[src/pcm_consts.svh]
// Purpose: Constants for the time-slotted PCM voice port.
// Assumes: 100 MHz system clock, APB register access with 32-bit data.
// Notes: Definitions only.
`ifndef PCM_CONSTS_SVH
`define PCM_CONSTS_SVH

// ----------------------------------------------------------------------
// Register map
// ----------------------------------------------------------------------
`define PCM_REG_CTRL 8'h00
`define PCM_REG_SLOTMAP 8'h04
`define PCM_REG_TXDATA 8'h08
`define PCM_REG_STATUS 8'h0c
`define PCM_REG_RX0 8'h10
`define PCM_REG_RX1 8'h14
`define PCM_REG_RX2 8'h18
`define PCM_CTRL_RESET 32'h0000_0000
`define PCM_SLOTMAP_RESET 32'h0000_0000

// ----------------------------------------------------------------------
// Fields
// ----------------------------------------------------------------------
`define PCM_CHANNELS 3
`define PCM_SLOTMAP_STRIDE 8
`define PCM_SLOTMAP_EN_BIT 4
`define PCM_FILL_ZERO 2'h0
`define PCM_FILL_ONE 2'h1
`define PCM_FILL_SIGN 2'h2
`define PCM_FILL_VALUE 2'h3
`define PCM_RATE_LOW 2'h0
`define PCM_RATE_MID 2'h1
`define PCM_RATE_HIGH 2'h2
`define PCM_TX_FIFO_DEPTH 4
`define PCM_SAMPLE_BITS 13
`define PCM_LONG_SYNC_BITS 8'h03

// ----------------------------------------------------------------------
// Timing
// ----------------------------------------------------------------------
`define PCM_SYS_CLK_KHZ 100000
`define PCM_RATE_LOW_KHZ 128
`define PCM_RATE_MID_KHZ 512
`define PCM_RATE_HIGH_KHZ 1024
`define PCM_RATE_BURST_KHZ 24000
`define PCM_HALF(r) ((`PCM_SYS_CLK_KHZ + 2 * (r) - 1) / (2 * (r)))
`define PCM_LAST_LOW 8'h0f
`define PCM_LAST_MID_8K 8'h3f
`define PCM_LAST_MID_16K 8'h1f
`define PCM_LAST_HIGH_8K 8'h7f
`define PCM_LAST_HIGH_16K 8'h3f
`define PCM_LAST_BURST 8'hff

`endif

[src/pcm_pkg.sv]
// Purpose: Types for the time-slotted PCM voice port.
// Assumes: Nothing beyond the constants header.
// Notes: The control word layout is the layout of the control register.
package pcm_pkg;
    typedef struct packed {
        logic [16:0] rsvd;
        logic [2:0] fill_val;
        logic lsb_first;
        logic [1:0] pos;
        logic [1:0] fill_mode;
        logic burst_req;
        logic fs16;
        logic [1:0] rate;
        logic long_sync;
        logic master;
        logic enable;
    } ctrl_type;

    typedef struct packed {
        logic hit;
        logic [1:0] ch;
    } slot_hit_type;
endpackage : pcm_pkg

[src/pcm_voice_port.sv]
// Purpose: Time-slotted PCM voice port with APB registers and transmit FIFO.
// Assumes: Pins are asynchronous to sys_clk and pass two flip-flops.
// Notes: The bit clock must be well below a quarter of sys_clk in slave mode.
//
// Operation
// - Up to three full-duplex channels share port.
// - Frame at 8 or 16 kHz outside burst mode; up to sixteen slots.
// - Bit clock rate selects slots per frame.
// - Channel transmits and receives in same slot.
// - Output released on unassigned slots.
// - Release follows falling edge of slot's last bit.
// - Short and long sync in both modes.
// - Short sync: one bit wide, rising aligned.
// - Slave short: high at fall, next rise slot zero.
// - Long sync: three bits, starts with bit zero.
// - Thirteen sample bits, position and order configurable.
// - Spare bits ignored in, filled out as configured.
// - Default is left justified, MSB first.
// - Burst mode runs bit clock near 16.7 MHz (six sys_clk cycles).
// - Burst mode entered only after host request.
// - Master drives clock and sync; slave receives them.
`include "pcm_consts.svh"
`timescale 1ns/10ps
`default_nettype none

// ----------------------------------------------------------------------
// Transmit sample FIFO
// ----------------------------------------------------------------------
module pcm_fifo #(
    parameter int WIDTH = `PCM_SAMPLE_BITS,
    parameter int DEPTH = `PCM_TX_FIFO_DEPTH
) (
    input wire logic sys_clk,
    input wire logic rst,
    input wire logic in_valid,
    output logic in_ready,
    input wire logic [WIDTH-1:0] in_data,
    output logic out_valid,
    input wire logic out_ready,
    output logic [WIDTH-1:0] out_data
);
    localparam int AW = $clog2(DEPTH);
    logic [WIDTH-1:0] mem [DEPTH];
    logic [AW-1:0] wptr;
    logic [AW-1:0] rptr;
    logic [AW:0] count;
    logic push;
    logic pop;

    assign in_ready = count != DEPTH[AW:0];
    assign out_valid = count != '0;
    assign out_data = mem[rptr];
    assign push = in_valid && in_ready;
    assign pop = out_valid && out_ready;

    always_ff @(posedge sys_clk)
    begin
        if (push)
        begin
            mem[wptr] <= in_data;
        end
    end

    always_ff @(posedge sys_clk or posedge rst)
    begin
        if (rst)
        begin
            wptr <= '0;
            rptr <= '0;
            count <= '0;
        end
        else
        begin
            if (push)
            begin
                wptr <= wptr + 1'b1;
            end
            if (pop)
            begin
                rptr <= rptr + 1'b1;
            end
            count <= count + {{AW{1'b0}}, push} - {{AW{1'b0}}, pop};
        end
    end
endmodule : pcm_fifo

// ----------------------------------------------------------------------
// Port top
// ----------------------------------------------------------------------
module pcm_voice_port (
    input wire logic sys_clk,
    input wire logic rst,
    input wire logic psel,
    input wire logic penable,
    input wire logic pwrite,
    input wire logic [31:0] paddr,
    input wire logic [31:0] pwdata,
    output logic [31:0] prdata,
    output logic pready,
    output logic pslverr,
    input wire logic pcm_clk_in,
    output logic pcm_clk_out,
    output logic pcm_clk_oe,
    input wire logic pcm_sync_in,
    output logic pcm_sync_out,
    output logic pcm_sync_oe,
    input wire logic pcm_din,
    output logic pcm_dout,
    output logic pcm_dout_oe
);
    pcm_pkg::ctrl_type ctrl;
    logic [31:0] slotmap;
    logic underrun;
    logic burst_active;
    logic [12:0] rx_sample [`PCM_CHANNELS];
    logic [7:0] addr;
    logic access;
    logic mapped;
    logic tx_sel;
    logic reg_wr;
    logic fifo_in_ready;
    logic fifo_out_valid;
    logic fifo_out_ready;
    logic [12:0] fifo_out_data;
    logic clk_s1, clk_s2, clk_prev;
    logic sync_s1, sync_s2, sync_fall_prev;
    logic din_s1, din_s2;
    logic [8:0] half_cnt;
    logic [8:0] half_lim;
    logic gen_clk;
    logic gen_tick;
    logic bit_rise;
    logic bit_fall;
    logic [7:0] bit_idx;
    logic [7:0] last_idx;
    logic [7:0] next_bit_idx;
    logic pend_zero;
    logic frame_seen;
    logic next_zero;
    logic next_seen;
    pcm_pkg::slot_hit_type cur_hit;
    pcm_pkg::slot_hit_type next_hit;
    logic [15:0] tx_word;
    logic [15:0] load_word;
    logic [15:0] cur_word;
    logic [15:0] rx_word;
    logic rx_done;
    logic [1:0] rx_ch;
    logic release_due;

    function automatic pcm_pkg::slot_hit_type lookup(input logic [31:0] map,
                                                     input logic [3:0] slot);
        pcm_pkg::slot_hit_type r;
        r = '0;
        for (int c = `PCM_CHANNELS - 1; c >= 0; c--)
        begin
            if (map[c * `PCM_SLOTMAP_STRIDE + `PCM_SLOTMAP_EN_BIT] &&
                map[c * `PCM_SLOTMAP_STRIDE +: 4] == slot)
            begin
                r.hit = 1'b1;
                r.ch = c[1:0];
            end
        end
        return r;
    endfunction : lookup

    function automatic logic [15:0] format_word(input logic [12:0] s,
                                                input pcm_pkg::ctrl_type c);
        logic [15:0] body;
        logic [15:0] mask;
        logic [15:0] fvw;
        logic [15:0] fill;
        body = {s, 3'b000} >> c.pos;
        mask = 16'hfff8 >> c.pos;
        fvw = {13'h0000, c.fill_val};
        unique case (c.fill_mode)
            `PCM_FILL_ZERO: fill = 16'h0000;
            `PCM_FILL_ONE: fill = 16'hffff;
            `PCM_FILL_SIGN: fill = {16{s[12]}};
            `PCM_FILL_VALUE: fill = (fvw >> c.pos) | (fvw << (5'd16 - {3'b000, c.pos}));
        endcase
        return body | (fill & ~mask);
    endfunction : format_word

    function automatic logic [12:0] extract(input logic [15:0] w, input logic [1:0] p);
        logic [15:0] t;
        t = w << p;
        return t[15:3];
    endfunction : extract

    // ------------------------------------------------------------------
    // APB slave
    // ------------------------------------------------------------------
    assign addr = paddr[7:0];
    assign access = psel && penable;
    assign tx_sel = addr == `PCM_REG_TXDATA;
    assign mapped = paddr[31:8] == 24'h000000 && (addr == `PCM_REG_CTRL ||
        addr == `PCM_REG_SLOTMAP || tx_sel || addr == `PCM_REG_STATUS ||
        addr == `PCM_REG_RX0 || addr == `PCM_REG_RX1 || addr == `PCM_REG_RX2);
    // A full FIFO holds the write in its access phase instead of losing it.
    assign pready = !(access && pwrite && tx_sel && mapped && !fifo_in_ready);
    assign pslverr = access && !mapped;
    assign reg_wr = access && pwrite && mapped;

    always_ff @(posedge sys_clk or posedge rst)
    begin
        if (rst)
        begin
            ctrl <= `PCM_CTRL_RESET;
            slotmap <= `PCM_SLOTMAP_RESET;
        end
        else if (reg_wr && addr == `PCM_REG_CTRL)
        begin
            ctrl <= {17'h00000, pwdata[14:0]};
        end
        else if (reg_wr && addr == `PCM_REG_SLOTMAP)
        begin
            slotmap <= pwdata & 32'h001f_1f1f;
        end
    end

    always_ff @(posedge sys_clk or posedge rst)
    begin
        if (rst)
        begin
            prdata <= 32'h0000_0000;
        end
        else if (psel && !penable && !pwrite)
        begin
            unique case (addr)
                `PCM_REG_CTRL: prdata <= ctrl;
                `PCM_REG_SLOTMAP: prdata <= slotmap;
                `PCM_REG_STATUS: prdata <= {24'h000000, bit_idx[7:4], !fifo_out_valid,
                                            !fifo_in_ready, underrun, burst_active};
                `PCM_REG_RX0: prdata <= {19'h00000, rx_sample[0]};
                `PCM_REG_RX1: prdata <= {19'h00000, rx_sample[1]};
                `PCM_REG_RX2: prdata <= {19'h00000, rx_sample[2]};
                default: prdata <= 32'h0000_0000;
            endcase
        end
    end

    pcm_fifo #(
        .WIDTH(`PCM_SAMPLE_BITS),
        .DEPTH(`PCM_TX_FIFO_DEPTH)
    ) u_tx_fifo (
        .sys_clk(sys_clk),
        .rst(rst),
        .in_valid(reg_wr && tx_sel),
        .in_ready(fifo_in_ready),
        .in_data(pwdata[12:0]),
        .out_valid(fifo_out_valid),
        .out_ready(fifo_out_ready),
        .out_data(fifo_out_data)
    );

    // ------------------------------------------------------------------
    // Pin synchronisers and bit clock
    // ------------------------------------------------------------------
    always_ff @(posedge sys_clk or posedge rst)
    begin
        if (rst)
        begin
            {clk_s1, clk_s2, clk_prev} <= 3'b000;
            {sync_s1, sync_s2} <= 2'b00;
            {din_s1, din_s2} <= 2'b00;
        end
        else
        begin
            {clk_s1, clk_s2, clk_prev} <= {pcm_clk_in, clk_s1, clk_s2};
            {sync_s1, sync_s2} <= {pcm_sync_in, sync_s1};
            {din_s1, din_s2} <= {pcm_din, din_s1};
        end
    end

    always_comb
    begin
        if (burst_active)
        begin
            half_lim = 9'(`PCM_HALF(`PCM_RATE_BURST_KHZ));
            last_idx = `PCM_LAST_BURST;
        end
        else
        begin
            unique case (ctrl.rate)
                `PCM_RATE_MID: half_lim = 9'(`PCM_HALF(`PCM_RATE_MID_KHZ));
                `PCM_RATE_HIGH: half_lim = 9'(`PCM_HALF(`PCM_RATE_HIGH_KHZ));
                default: half_lim = 9'(`PCM_HALF(`PCM_RATE_LOW_KHZ));
            endcase
            unique case (ctrl.rate)
                `PCM_RATE_MID: last_idx = ctrl.fs16 ? `PCM_LAST_MID_16K : `PCM_LAST_MID_8K;
                `PCM_RATE_HIGH: last_idx = ctrl.fs16 ? `PCM_LAST_HIGH_16K : `PCM_LAST_HIGH_8K;
                default: last_idx = `PCM_LAST_LOW;
            endcase
        end
    end

    assign gen_tick = ctrl.enable && ctrl.master && half_cnt >= half_lim - 9'h001;

    always_ff @(posedge sys_clk or posedge rst)
    begin
        if (rst)
        begin
            half_cnt <= 9'h000;
            gen_clk <= 1'b0;
        end
        else if (!ctrl.enable || !ctrl.master)
        begin
            half_cnt <= 9'h000;
            gen_clk <= 1'b0;
        end
        else if (gen_tick)
        begin
            half_cnt <= 9'h000;
            gen_clk <= !gen_clk;
        end
        else
        begin
            half_cnt <= half_cnt + 9'h001;
        end
    end

    assign bit_rise = ctrl.enable && (ctrl.master ? gen_tick && !gen_clk : clk_s2 && !clk_prev);
    assign bit_fall = ctrl.enable && (ctrl.master ? gen_tick && gen_clk : !clk_s2 && clk_prev);
    assign pcm_clk_out = gen_clk;
    assign pcm_clk_oe = ctrl.master;
    assign pcm_sync_oe = ctrl.master;

    // ------------------------------------------------------------------
    // Frame and slot timing
    // ------------------------------------------------------------------
    assign next_zero = pend_zero || (ctrl.master && bit_idx == last_idx);
    // A master first spends one bit on the frame's last index, so the partner sees sync first.
    assign next_bit_idx = next_zero ? 8'h00 : (ctrl.master && !frame_seen) ? last_idx :
        (bit_idx == 8'hff ? bit_idx : bit_idx + 8'h01);
    assign next_seen = frame_seen || next_zero;
    assign cur_hit = frame_seen ? lookup(slotmap, bit_idx[7:4]) : '0;
    assign next_hit = next_seen ? lookup(slotmap, next_bit_idx[7:4]) : '0;

    always_ff @(posedge sys_clk or posedge rst)
    begin
        if (rst)
        begin
            bit_idx <= 8'hff;
            pend_zero <= 1'b0;
            frame_seen <= 1'b0;
            sync_fall_prev <= 1'b0;
            burst_active <= 1'b0;
            pcm_sync_out <= 1'b0;
        end
        else if (!ctrl.enable)
        begin
            bit_idx <= 8'hff;
            pend_zero <= 1'b0;
            frame_seen <= 1'b0;
            burst_active <= 1'b0;
            pcm_sync_out <= 1'b0;
        end
        else if (bit_rise)
        begin
            bit_idx <= next_bit_idx;
            pend_zero <= 1'b0;
            frame_seen <= next_seen;
            if (next_zero)
            begin
                // Switching only on a frame edge keeps slot timing intact.
                burst_active <= ctrl.burst_req;
            end
            if (ctrl.long_sync)
            begin
                pcm_sync_out <= next_bit_idx < `PCM_LONG_SYNC_BITS;
            end
            else
            begin
                pcm_sync_out <= next_bit_idx == last_idx;
            end
        end
        else if (bit_fall)
        begin
            sync_fall_prev <= sync_s2;
            if (!ctrl.master && !ctrl.long_sync)
            begin
                pend_zero <= sync_s2;
            end
            else if (!ctrl.master && sync_s2 && !sync_fall_prev)
            begin
                // The first bit is already on the line when long sync is seen.
                bit_idx <= 8'h00;
                frame_seen <= 1'b1;
            end
        end
    end

    // ------------------------------------------------------------------
    // Transmit and receive shifting
    // ------------------------------------------------------------------
    assign load_word = format_word(fifo_out_valid ? fifo_out_data : 13'h0000, ctrl);
    assign cur_word = next_bit_idx[3:0] == 4'h0 ? load_word : tx_word;
    assign fifo_out_ready = bit_rise && next_hit.hit && next_bit_idx[3:0] == 4'h0;

    always_ff @(posedge sys_clk or posedge rst)
    begin
        if (rst)
        begin
            tx_word <= 16'h0000;
            pcm_dout <= 1'b0;
            pcm_dout_oe <= 1'b0;
        end
        else if (!ctrl.enable)
        begin
            pcm_dout <= 1'b0;
            pcm_dout_oe <= 1'b0;
        end
        else if (bit_rise)
        begin
            tx_word <= cur_word;
            pcm_dout_oe <= next_hit.hit;
            // Default order is MSB first with the sample at the top.
            pcm_dout <= next_hit.hit &&
                cur_word[ctrl.lsb_first ? next_bit_idx[3:0] : 4'hf - next_bit_idx[3:0]];
        end
        else if (release_due)
        begin
            pcm_dout_oe <= 1'b0;
        end
    end

    // Releasing one cycle after the fall keeps the last bit valid at the partner's sample.
    always_ff @(posedge sys_clk or posedge rst)
    begin
        if (rst)
        begin
            release_due <= 1'b0;
        end
        else
        begin
            release_due <= bit_fall && bit_idx[3:0] == 4'hf;
        end
    end

    always_ff @(posedge sys_clk or posedge rst)
    begin
        if (rst)
        begin
            underrun <= 1'b0;
        end
        else if (fifo_out_ready && !fifo_out_valid)
        begin
            underrun <= 1'b1;
        end
        else if (reg_wr && addr == `PCM_REG_STATUS && pwdata[1])
        begin
            underrun <= 1'b0;
        end
    end

    always_ff @(posedge sys_clk or posedge rst)
    begin
        if (rst)
        begin
            rx_word <= 16'h0000;
            rx_done <= 1'b0;
            rx_ch <= 2'h0;
            for (int c = 0; c < `PCM_CHANNELS; c++)
            begin
                rx_sample[c] <= 13'h0000;
            end
        end
        else
        begin
            rx_done <= 1'b0;
            if (bit_fall && cur_hit.hit)
            begin
                rx_word[ctrl.lsb_first ? bit_idx[3:0] : 4'hf - bit_idx[3:0]] <= din_s2;
                if (bit_idx[3:0] == 4'hf)
                begin
                    rx_done <= 1'b1;
                    rx_ch <= cur_hit.ch;
                end
            end
            if (rx_done)
            begin
                rx_sample[rx_ch] <= extract(rx_word, ctrl.pos);
            end
        end
    end

    // ------------------------------------------------------------------
    // Checks
    // ------------------------------------------------------------------
    AST_OE_ONLY_IN_HIT: assert property (@(posedge sys_clk) disable iff (rst)
        pcm_dout_oe |-> cur_hit.hit)
        else $error("Data output driven in an unassigned slot.");
    AST_RELEASE_LAST_BIT: assert property (@(posedge sys_clk) disable iff (rst)
        bit_fall && bit_idx[3:0] == 4'hf |=> ##1 !pcm_dout_oe)
        else $error("Data output not released after last bit fall.");
    AST_SAME_SLOT: assert property (@(posedge sys_clk) disable iff (rst)
        bit_fall && cur_hit.hit && bit_idx[3:0] == 4'hf |=> rx_done && rx_ch == $past(cur_hit.ch))
        else $error("Receive slot differs from transmit slot.");
    AST_SHORT_SYNC: assert property (@(posedge sys_clk) disable iff (rst)
        ctrl.master && !ctrl.long_sync && pcm_sync_out && !bit_rise |-> bit_idx == last_idx)
        else $error("Short sync outside last bit of frame.");
    AST_LONG_SYNC: assert property (@(posedge sys_clk) disable iff (rst)
        ctrl.master && ctrl.long_sync && bit_rise ##1 1'b1 |->
        pcm_sync_out == (bit_idx < `PCM_LONG_SYNC_BITS))
        else $error("Long sync not three bits from frame start.");
    AST_SLAVE_ALIGN: assert property (@(posedge sys_clk) disable iff (rst)
        bit_rise && pend_zero |=> bit_idx == 8'h00 && frame_seen)
        else $error("Slave did not start slot zero after sync.");
    AST_SLOT_STEP: assert property (@(posedge sys_clk) disable iff (rst)
        bit_rise && !next_zero && bit_idx[3:0] == 4'hf && bit_idx != 8'hff |=>
        bit_idx[3:0] == 4'h0 && bit_idx[7:4] == $past(bit_idx[7:4]) + 4'h1)
        else $error("Slot did not advance after sixteen bits.");
    AST_BURST_REQ: assert property (@(posedge sys_clk) disable iff (rst)
        $rose(burst_active) |-> $past(ctrl.burst_req))
        else $error("Burst mode entered without request.");
endmodule : pcm_voice_port

`default_nettype wire

[config.mk]
export PLATFORM = sky130hd
export DESIGN_NAME = pcm_voice_port
export DESIGN_NICKNAME = d
export VERILOG_FILES = /design/src/pcm_pkg.sv /design/src/pcm_voice_port.sv
export VERILOG_INCLUDE_DIRS = /design/src /design/src/src
export SDC_FILE = /design/constraint.sdc
export NUM_CORES = 1
export LEC_CHECK = 0
export BUFFER_PORTS_ARGS = -buffer_cell sky130_fd_sc_hd__clkbuf_2
export CAP_MARGIN = 20
export CORE_MARGIN = 3
export CORE_UTILIZATION = 60
export CTS_CLUSTER_SIZE = 25
export DETAILED_ROUTE_END_ITERATION = 6
export PLACE_DENSITY = 0.84
export SYNTH_ARGS = -nofsm -noshare
export SYNTH_HDL_FRONTEND = slang
export SYNTH_SLANG_ARGS = --single-unit
[constraint.sdc]
create_clock -name sys_clk -period 6.7 [get_ports sys_clk]
set_input_delay 1.005 -clock sys_clk [delete_from_list [all_inputs] [get_ports sys_clk]]
set_output_delay 1.005 -clock sys_clk [all_outputs]
set_load 0.03 [all_outputs]
==> results.cfg, run 1 <==
[status]
outcome = finished, final reports clean

[worst_setup_path]
cp-end-kind = flip-flop
r2r_start = ctrl[3]
required_ns = 7.15
r2r-end = u_tx_fifo.count[2]
critPathLaunch = ctrl[3]
start_kind = flip-flop
crit_fanout = 9
r2r_cells = 19
worst-setup-path-type = reg -> reg
regToRegSetupSlack_ns = 1.68
arrival_ns = 5.46
crit_end = u_tx_fifo.count[2]

[layout]
fillers = 1332
layout_common_cells = 157 x dfrtp_1, 149 x nand2_1, 87 x clkbuf_2
multi_input_area_um2 = 5480
seq_area_um2 = 5700
n_antenna_cell = 0
syn2layout_area_growth_pct = 10.8
final_common_cell = dfrtp_1
drive_gt1_share_pct = 20.8
nNetsFinal = 1241

[placed_design]
place_congestion = 0.947
io_buffers = 87
hpwl_mm = 20.2
dp_slack_ns = 1.82

[timing]
worst_pin_slew_ns = 1.09
drv_slew = 0
finalSetupViolations = 0
final-hold-violation-count = 0
maxSlewHeadroom_pct = 27.3
period_share_pct = 74.9
finalClockSkew_ns = 0.0189
fin_crit_ns = 5.02
max_freq_ghz = 0.199
finalSetupTns_ns = 0
grt_setup_unrepaired = false
fin_ws_ns = 1.68

[clocking]
cts_buffer_depth = 3
cts_root_buf = clkbuf_16
cts_buffers = 23
h-tree-depth = 1
cts_tree = done
cts_resized = 0
clk_latency_ns = 0.53
post_cts_buffers = 0
postCtsHoldBufs = 0
cts.sinks = 217
clkTransAtPathRegs_ns = 0.06

[logic_synthesis]
postSynth.asyncResetShare_pct = 76.0
synthCells = 1085
ys_seq_area_share_pct = 49.2
avgSynthCellArea_um2 = 10.7
ys_ff_latch = 217
synthFlopType = dfrtp_1
syn_area_um2 = 11600
synth_cell_types = 76
synth_edf_count = 52
yosys_warnings = 0

[pwr]
combinationalPowerShare_pct = 3.3
p_int_mw = 2.06
seq_power_share_pct = 51.0
swShare_pct = 22.9
irDropWorstVdd_mv = 0.263
switchingPower_uw = 615
p_per_area_nw_per_um2 = 209
p_leak_nw = 5.65
finalPower_mw = 2.68
power_frac_clock_pct = 45.6

[die]
start_util_pct = 61.5
die_h_um = 145
rows = 50
dieArea_um2 = 21000
core_um2 = 18800
die_width_um = 145
ios = 112

[drt]
dr.first_iter.drc_count = 1012
drc = 0
avgViaCountPerCell = 6.34
routedWlPerCell_um = 20.9
dr.pass1.iters = 6
vias = 9009
drtAntennaViolNets = 0
routed_wirelength_mm = 29.7

[global_route]
overflow = 0
grt_use_total_pct = 27.6
grt_pass1_vias = 8433
antenna_found_initial = 0
grt_pass1_wl_mm = 45.5
grt_max_degree = 103

[hold_path]
hold_path.class = reg -> reg

[run]
drv_cap = 0
## state kept, by name (all words and copies together) (netlist names), 2 cells and up
name             cells
bit_idx              8
ctrl                14
half_cnt             9
prdata              20
rx_ch                2
rx_sample           39
rx_word             16
slotmap             15
tx_word             16
u_tx_fifo.count      3
u_tx_fifo.mem       52
u_tx_fifo.rptr       2
u_tx_fifo.wptr       2
## synth_stat cells, types with 7 or more instances
cell type	number	area (um2)
a211oi_1	10	75.1
a21oi_1	29	145
a221oi_1	7	61.3
a222oi_1	9	90.1
a22o_1	13	114
a22oi_1	14	105
a31oi_1	13	81.3
and2_1	12	75.1
and3_1	8	50.1
buf_2	11	55.1
buf_4	14	105
clkbuf_1	42	158
dfrtp_1	157	3930
dfstp_2	8	210
edfxtp_1	52	1560
ha_1	25	313
inv_1	22	82.6
mux2_2	75	845
mux2i_1	47	470
mux4_2	12	270
nand2_1	149	559
nand2b_1	7	43.8
nand3_1	38	190
nand4_1	13	81.3
nor2_1	57	214
nor2b_1	7	43.8
nor3_1	13	65.1
nor4_1	11	68.8
o211ai_1	7	52.6
o21ai_0	63	315
o22ai_1	7	43.8
o31ai_1	9	67.6
or3_1	8	50.1
xnor2_1	15	131
xor2_1	20	175
## worst min path at each step
stage	startpoint	to	cells after the start
CTS	din_s1	din_s2	0
global route	sync_s1	sync_s2	0
detailed placement	din_s1	din_s2	0
finish	din_s1	din_s2	0
global placement	din_s1	din_s2	0
floorplan	clk_s1	clk_s2	0
## power groups by stage
stage          clock (mW)  combinational, mW  sequential [mW]
2_1_floorplan           0             0.0449             1.40
6_report             1.22             0.0891             1.37
4_1_cts              1.23             0.0896             1.37
3_5_place_dp            0             0.0889             1.39
5_1_grt              1.29             0.0980             1.37
3_3_place_gp            0             0.0881             1.39
## metal layers
metal	up-vias	GRT usage (%)	part of all wire [%]
met3	93	4.63	8.3
met4	0	9.18	3.3
met5	-	0	0
met2	458	44.5	48
met1	4380	38.3	40
li1	4078	-	-
## worst max-delay path, stage by stage, from the launching register on
cell	delay, ns
dfrtp_1	0.50
inv_1	0.09
ha_1	0.40
nor3b_1	0.40
o31a_1	0.21
o21ai_1	0.17
o21ai_2	0.50
a21oi_1	0.15
o32ai_1	0.39
nand2_1	0.12
a22oi_1	0.27
o221ai_2	0.27
nor3_2	0.26
ha_1	0.27
inv_1	0.06
ha_1	0.13
inv_1	0.05
fa_1	0.37
xnor2_1	0.18
xnor2_1	0.14
## stage by stage
stage               hold WS (ns)  cell area [um2]  std cells  utilization (%)
floorplan                  0.331            11600       1096                -
global placement           0.336            12100       1377             64.2
detailed placement         0.341            12100       1377             64.2
CTS                        0.355            12800       1419             68.0
global route               0.368            12800       1420             68.1
finish                     0.354            12800       1420             68.1
## logic make-up (layout without fill, tap and decap cells)
logic type / after synthesis / after routing / synth area share (%)
simple gates: 352 / 352 / 14.5
compound gates: 220 / 220 / 12.9
flops: 217 / 217 / 49.2
mux: 135 / 135 / 13.8
buf+inv: 98 / 162 / 3.75
xor+xnor: 36 / 36 / 2.89
fa+ha+maj: 26 / 26 / 2.88
other cells: 1 / 12 / 0.0324
## cell type report
class	count	share of cell area [%]
timing repair buffer	95	3.86
clock buffer	28	4.64
clock inverter	14	0.966
multi-input combinational	781	42.8
sequential	217	44.5
inverter	25	0.771
tap	260	2.54
No activity file was read; power rests on OpenSTA's default activity.
==> inputs of run 2 (changes only) <==
- clock period: 6.7 -> 4.76 ns (I/O delays scaled with it)
==> run 2 against run 1 <==
  * Via count is 0.16% higher
  * Routed wire length is 1.6% higher
  * Clock skew is 0.010 ns lower
  * Combinational power is 43% higher
  * Sequential share of layout area is 0.59 points lower
  * Final cell count is 0.92% higher
  * Sequential cell count stayed put
==> results.cfg, run 2 (synthesized netlist as in run 1, its figures left out) <==
[status]
outcome = finished, final reports clean

[global_route]
grt_use_total_pct = 28.3
grt_max_degree = 126
grt_pass1_vias = 8630
grt_pass1_wl_mm = 46.4
overflow = 0
antenna_found_initial = 0

[layout]
reg.largest.list = u_tx_fifo.mem (52), rx_sample (39), prdata (20)
nNetsFinal = 1256
largest_reg_flops = 52
final_core_util_pct = 69.0
drive_gt1_share_pct = 21.9
layout_common_cells = 157 x dfrtp_1, 149 x nand2_1, 87 x clkbuf_2
largest_register = u_tx_fifo.mem
syn2layout_area_growth_pct = 12.2
final_common_cell = dfrtp_1
multi_input_area_um2 = 5490
n_antenna_cell = 0
seq_area_um2 = 5700
fillers = 1348

[timing]
finalSetupViolations = 0
worst_pin_slew_ns = 1.10
final-hold-violation-count = 0
hold_ws_ns = 0.324
finalClockSkew_ns = 0.00860
maxSlewHeadroom_pct = 26.4
finalSetupTns_ns = 0
drv_slew = 0
grt_setup_unrepaired = false
fin_crit_ns = 4.51
max_freq_ghz = 0.222
period_share_pct = 94.6

[clocking]
cts_root_buf = clkbuf_16
postCtsHoldBufs = 0
clkTransAtPathRegs_ns = 0.07
cts_tree = done
cts_buffer_depth = 3
cts_buffers = 23
h-tree-depth = 1
clk_latency_ns = 0.50
cts.sinks = 217
post_cts_buffers = 0

[placed_design]
io_buffers = 87
hpwl_mm = 20.6
place_congestion = 0.922

[die]
dieArea_um2 = 21000
core_um2 = 18800
rows = 50
die_width_um = 145
start_util_pct = 61.5
die_h_um = 145
ios = 112

[pwr]
seq_power_share_pct = 50.0
power_frac_clock_pct = 46.7
irDropWorstVdd_mv = 0.312
switchingPower_uw = 816
p_leak_nw = 5.74
p_per_area_nw_per_um2 = 296
swShare_pct = 21.2
p_int_mw = 3.03
combinationalPowerShare_pct = 3.3

[hold_path]
hold_end = clk_s1
hold_path.class = in -> reg
hold_path_depth = 1
min_from = pcm_clk_in

[worst_setup_path]
crit_fanout = 8
r2r-end = u_tx_fifo.count[2]
required_ns = 5.18
r2r_start = ctrl[3]
arrival_ns = 4.92
cp-end-kind = flip-flop
start_kind = flip-flop
regToRegSetupSlack_ns = 0.25
worst-setup-path-type = reg -> reg
r2r_cells = 19

[drt]
avgViaCountPerCell = 6.30
drtAntennaViolNets = 0
vias = 9023
routed_wirelength_mm = 30.1
routedWlPerCell_um = 21.0
drc = 0
dr.pass1.iters = 6
dr.first_iter.drc_count = 974

[run]
drv_cap = 0
## run 2: cell count changes in the layout (fill, tap and decap cells not counted), sizes merged
cell | previous run | this run
bufinv | 1 | 3
buf | 8 | 23
clkinv | 12 | 8
clkbuf | 115 | 116
inv | 23 | 22
## run 2: repair_timing
action | CTS | global route
endpoints found under the hold margin | 0 | 0
setup endpoints to repair | 0 | 1
gates resized for setup | 0 | 2
## run 2: power groups by stage
stage                     Combinational, mW  Sequential (mW)  Clock (mW)
final                                 0.127             1.92        1.80
after CTS                             0.128             1.92        1.82
after global placement                0.124             1.96           0
after detailed placement              0.126             1.96           0
after global routing                  0.140             1.92        1.89
after floorplan                      0.0635             1.97           0
## run 2: worst max-delay path by stage
stage | start | endpoint | slack, ns | cells after the start
floorplan | burst_active | u_tx_fifo.count[2] | 0.69 | 21
global placement | ctrl[3] | u_tx_fifo.count[2] | 0.47 | 19
detailed placement | ctrl[3] | u_tx_fifo.count[2] | 0.32 | 19
CTS | ctrl[3] | u_tx_fifo.count[2] | 0.28 | 19
global route | ctrl[3] | u_tx_fifo.count[2] | 0.03 | 19
finish | ctrl[3] | u_tx_fifo.count[2] | 0.25 | 19
## run 2: per-stage QoR
step | power [mW] | cell area (um2) | cells | setup WS, ns
3_5_place_dp | 2.08 | 12200 | 1391 | 0.323
3_3_place_gp | 2.08 | 12200 | 1390 | 0.465
2_1_floorplan | 2.03 | 11600 | 1096 | 0.689
4_1_cts | 3.87 | 13000 | 1431 | 0.276
5_1_grt | 3.96 | 13000 | 1433 | 0.0263
6_report | 3.85 | 13000 | 1433 | 0.255
## run 2: critical path: stages (launching register included)
cell and delay, ns:
dfrtp_1 0.50, inv_1 0.08, ha_1 0.41, nor2_1 0.11, or4b_4 0.46, o211a_2 0.18
o211ai_2 0.41, xor2_1 0.17, and3_1 0.18, a31oi_1 0.11, a22oi_1 0.23, o221ai_2 0.14
nor3_2 0.19, ha_1 0.27, inv_1 0.06, ha_1 0.13, inv_1 0.04, fa_1 0.38
xnor2_1 0.21, xnor2_1 0.15
## run 2: final cells by class
| cell class | count | area share (%) |
|---|---|---|
| sequential | 217 | 43.9 |
| multi-input combinational | 781 | 42.3 |
| timing repair buffer | 110 | 4.78 |
| clock buffer | 29 | 4.76 |
| tap | 260 | 2.50 |
| clock inverter | 11 | 1.08 |
| inverter | 25 | 0.751 |
## run 2: metal layers
layer  global-route usage [%]  part of all wire (%)
met1                     38.8                    39
met2                     45.9                    49
met3                     4.86                   7.8
met4                     9.72                   3.7
met5                        0                     0
==> inputs of run 3 (changes only) <==
- ABC_AREA: not set -> 1
==> run 3 against run 2 <==
  * Synthesized area up 2.9%
  * Sequential power about the same
  * Count of clock-buffer cells in the layout up 2
  * Critical path type unchanged
==> results.cfg, run 3 <==
[drt]
drc = 0
vias = 10600
dr.pass1.iters = 6
avgViaCountPerCell = 5.88
routedWlPerCell_um = 17.6
routed_wirelength_mm = 31.7
dr.first_iter.drc_count = 1330
drtAntennaViolNets = 0

[global_route]
overflow = 0
grt_pass1_wl_mm = 51.1
grt_use_total_pct = 29.0
grt_max_degree = 80
antenna_found_initial = 0
grt_pass1_vias = 9851

[pwr]
swShare_pct = 21.9
p_per_area_nw_per_um2 = 298
irDropWorstVdd_mv = 0.248
power_frac_clock_pct = 48.2
seq_power_share_pct = 48.4
combinationalPowerShare_pct = 3.4
switchingPower_uw = 872
p_leak_nw = 6.26
p_int_mw = 3.11

[logic_synthesis]
synthFlopType = dfrtp_1
yosysMostFrequentCell = nand2_1
postSynth.asyncResetShare_pct = 76.0
ys_ff_latch = 217
synth_common_cells = 352 x nand2_1, 179 x nand3_1, 157 x dfrtp_1
synth_cell_types = 59
yosys_warnings = 0
ys_seq_area_share_pct = 47.9
synth_top_area_cell = dfrtp_1
synth_top_area_share_pct = 33.0
syn_area_um2 = 11900
avgSynthCellArea_um2 = 8.18
synthCells = 1456
synth_area_leaders = dfrtp_1 33%, edfxtp_1 13%, nand2_1 11%, nand3_1 7.5%, o21ai_0 5.0%
synth_edf_count = 52

[layout]
drive_gt1_share_pct = 13.9
nNetsFinal = 1623
n_antenna_cell = 0
final_common_cell = nand2_1
reg.largest.list = u_tx_fifo.mem (52), rx_sample (39), prdata (20)
layout_common_cells = 352 x nand2_1, 179 x nand3_1, 157 x dfrtp_1
fin_cells = 1803
largest_register = u_tx_fifo.mem
syn2layout_area_growth_pct = 12.0
largest_reg_flops = 52

[timing]
finalSetupTns_ns = 0
period_share_pct = 90.3
finalClockSkew_ns = 0.0130
finalSetupViolations = 0
hold_ws_ns = 0.0752
drv_slew = 0
max_freq_ghz = 0.233
grt_setup_unrepaired = false
maxSlewHeadroom_pct = 20.3
fin_crit_ns = 4.30
final-hold-violation-count = 0
worst_pin_slew_ns = 1.19

[worst_setup_path]
required_ns = 5.17
r2r_cells = 23
cp-end-kind = flip-flop
start_kind = flip-flop
r2r_start = ctrl[4]
crit_fanout = 4
worst-setup-path-type = reg -> reg
critPathLaunch = ctrl[4]
r2r-end = u_tx_fifo.count[2]
arrival_ns = 4.70
regToRegSetupSlack_ns = 0.46

[clocking]
clkTransAtPathRegs_ns = 0.06
cts_buffers = 24
cts_tree = done
post_cts_buffers = 0
cts_root_buf = clkbuf_16
clk_latency_ns = 0.52
cts_buffer_depth = 3
cts_resized = 0
h-tree-depth = 1
cts.sinks = 217
postCtsHoldBufs = 0

[die]
dieArea_um2 = 21600
rows = 50
start_util_pct = 62.4
core_um2 = 19100
die_h_um = 147
ios = 112
die_width_um = 147

[placed_design]
io_buffers = 87
place_inst = 1757
place_congestion = 0.983
hpwl_mm = 22.3

[run]
drv_cap = 0

[status]
outcome = finished, final reports clean

[hold_path]
hold_path.class = in -> async
## run 3: cell count changes in the layout (fill, tap and decap cells not counted), moves of 14 or more
cell	delta
mux2i_1	-46
a22oi_1	-14
nand2_1	+203
o21ai_0	+56
mux2_2	-65
inv_1	+116
o21ai_1	+27
nand3_1	+141
nor2_1	+56
## run 3: worst max-delay path by stage
stage | to | slack, ns | cells after the start
floorplan | u_tx_fifo.count[2] | 0.94 | 24
detailed placement | u_tx_fifo.count[2] | 0.46 | 23
finish | u_tx_fifo.count[2] | 0.46 | 23
global placement | u_tx_fifo.count[2] | 0.69 | 23
CTS | u_tx_fifo.count[2] | 0.47 | 23
global route | u_tx_fifo.count[2] | 0.16 | 23
## run 3: cell type report
class                   count  area (um2)
flip-flops and latches    217        5700
clock inverters            13         148
multi-input cells        1023        5310
repair buffers            106         611
clock buffers              31         668
fillers                  1465        5730
well taps                 260         325
inverters                 153         586
## run 3: per-layer routing
layer | track usage [%] | routed length (um) | vias to the layer above
met1 | 41.3 | 13300 | 4963
met3 | 6.57 | 3300 | 68
met4 | 7.46 | 733 | 0
met2 | 45.5 | 14400 | 568
met5 | 0 | 0 | -
li1 | - | - | 5001
## run 3: cell families (layout without fill, tap and decap cells)
| kind of cell | after synthesis | after routing | synth area share [%] |
|---|---|---|---|
| buffers and inverters | 227 | 303 | 7.93 |
| AO/OA/AOI/OAI | 243 | 243 | 11.9 |
| other | 1 | 12 | 0.0315 |
| flip-flops | 217 | 217 | 47.9 |
| multiplexers | 11 | 11 | 1.03 |
| AND/OR/NAND/NOR | 711 | 711 | 26.8 |
| adder cells (fa/ha/maj) | 26 | 26 | 2.79 |
| XOR/XNOR | 20 | 20 | 1.66 |
## run 3: power groups by stage
stage               registers [mW]  logic (mW)  clock network [mW]
floorplan                     1.97      0.0673                   0
global placement              1.96       0.131                   0
detailed placement            1.96       0.134                   0
CTS                           1.92       0.135                1.93
global route                  1.92       0.149                2.01
finish                        1.92       0.136                1.92
## run 3: critical path: stages, from the launching register on
cell,delay [ns]
dfrtp_1,0.40
inv_1,0.13
ha_1,0.21
inv_1,0.05
nor2_1,0.16
ha_1,0.21
mux2i_1,0.09
ha_1,0.32
nand2_1,0.06
nor2_1,0.15
nand2_1,0.07
o2111ai_1,0.27
nand3_1,0.15
nand2_1,0.16
inv_1,0.08
nor3_2,0.35
nand3_4,0.16
nor2_4,0.13
ha_1,0.24
inv_1,0.06
ha_1,0.14
inv_1,0.05
fa_1,0.37
xor2_1,0.17
## run 3: through the flow
step                      util, %  power (mW)  setup WS (ns)  instance area [um2]
after CTS                    69.8        3.99          0.474                13300
after global routing         69.9        4.09          0.159                13300
after detailed placement     65.5        2.09          0.459                12500
final                        69.9        3.98          0.464                13300
after floorplan                 -        2.04          0.942                12000
after global placement       65.5        2.09          0.691                12500
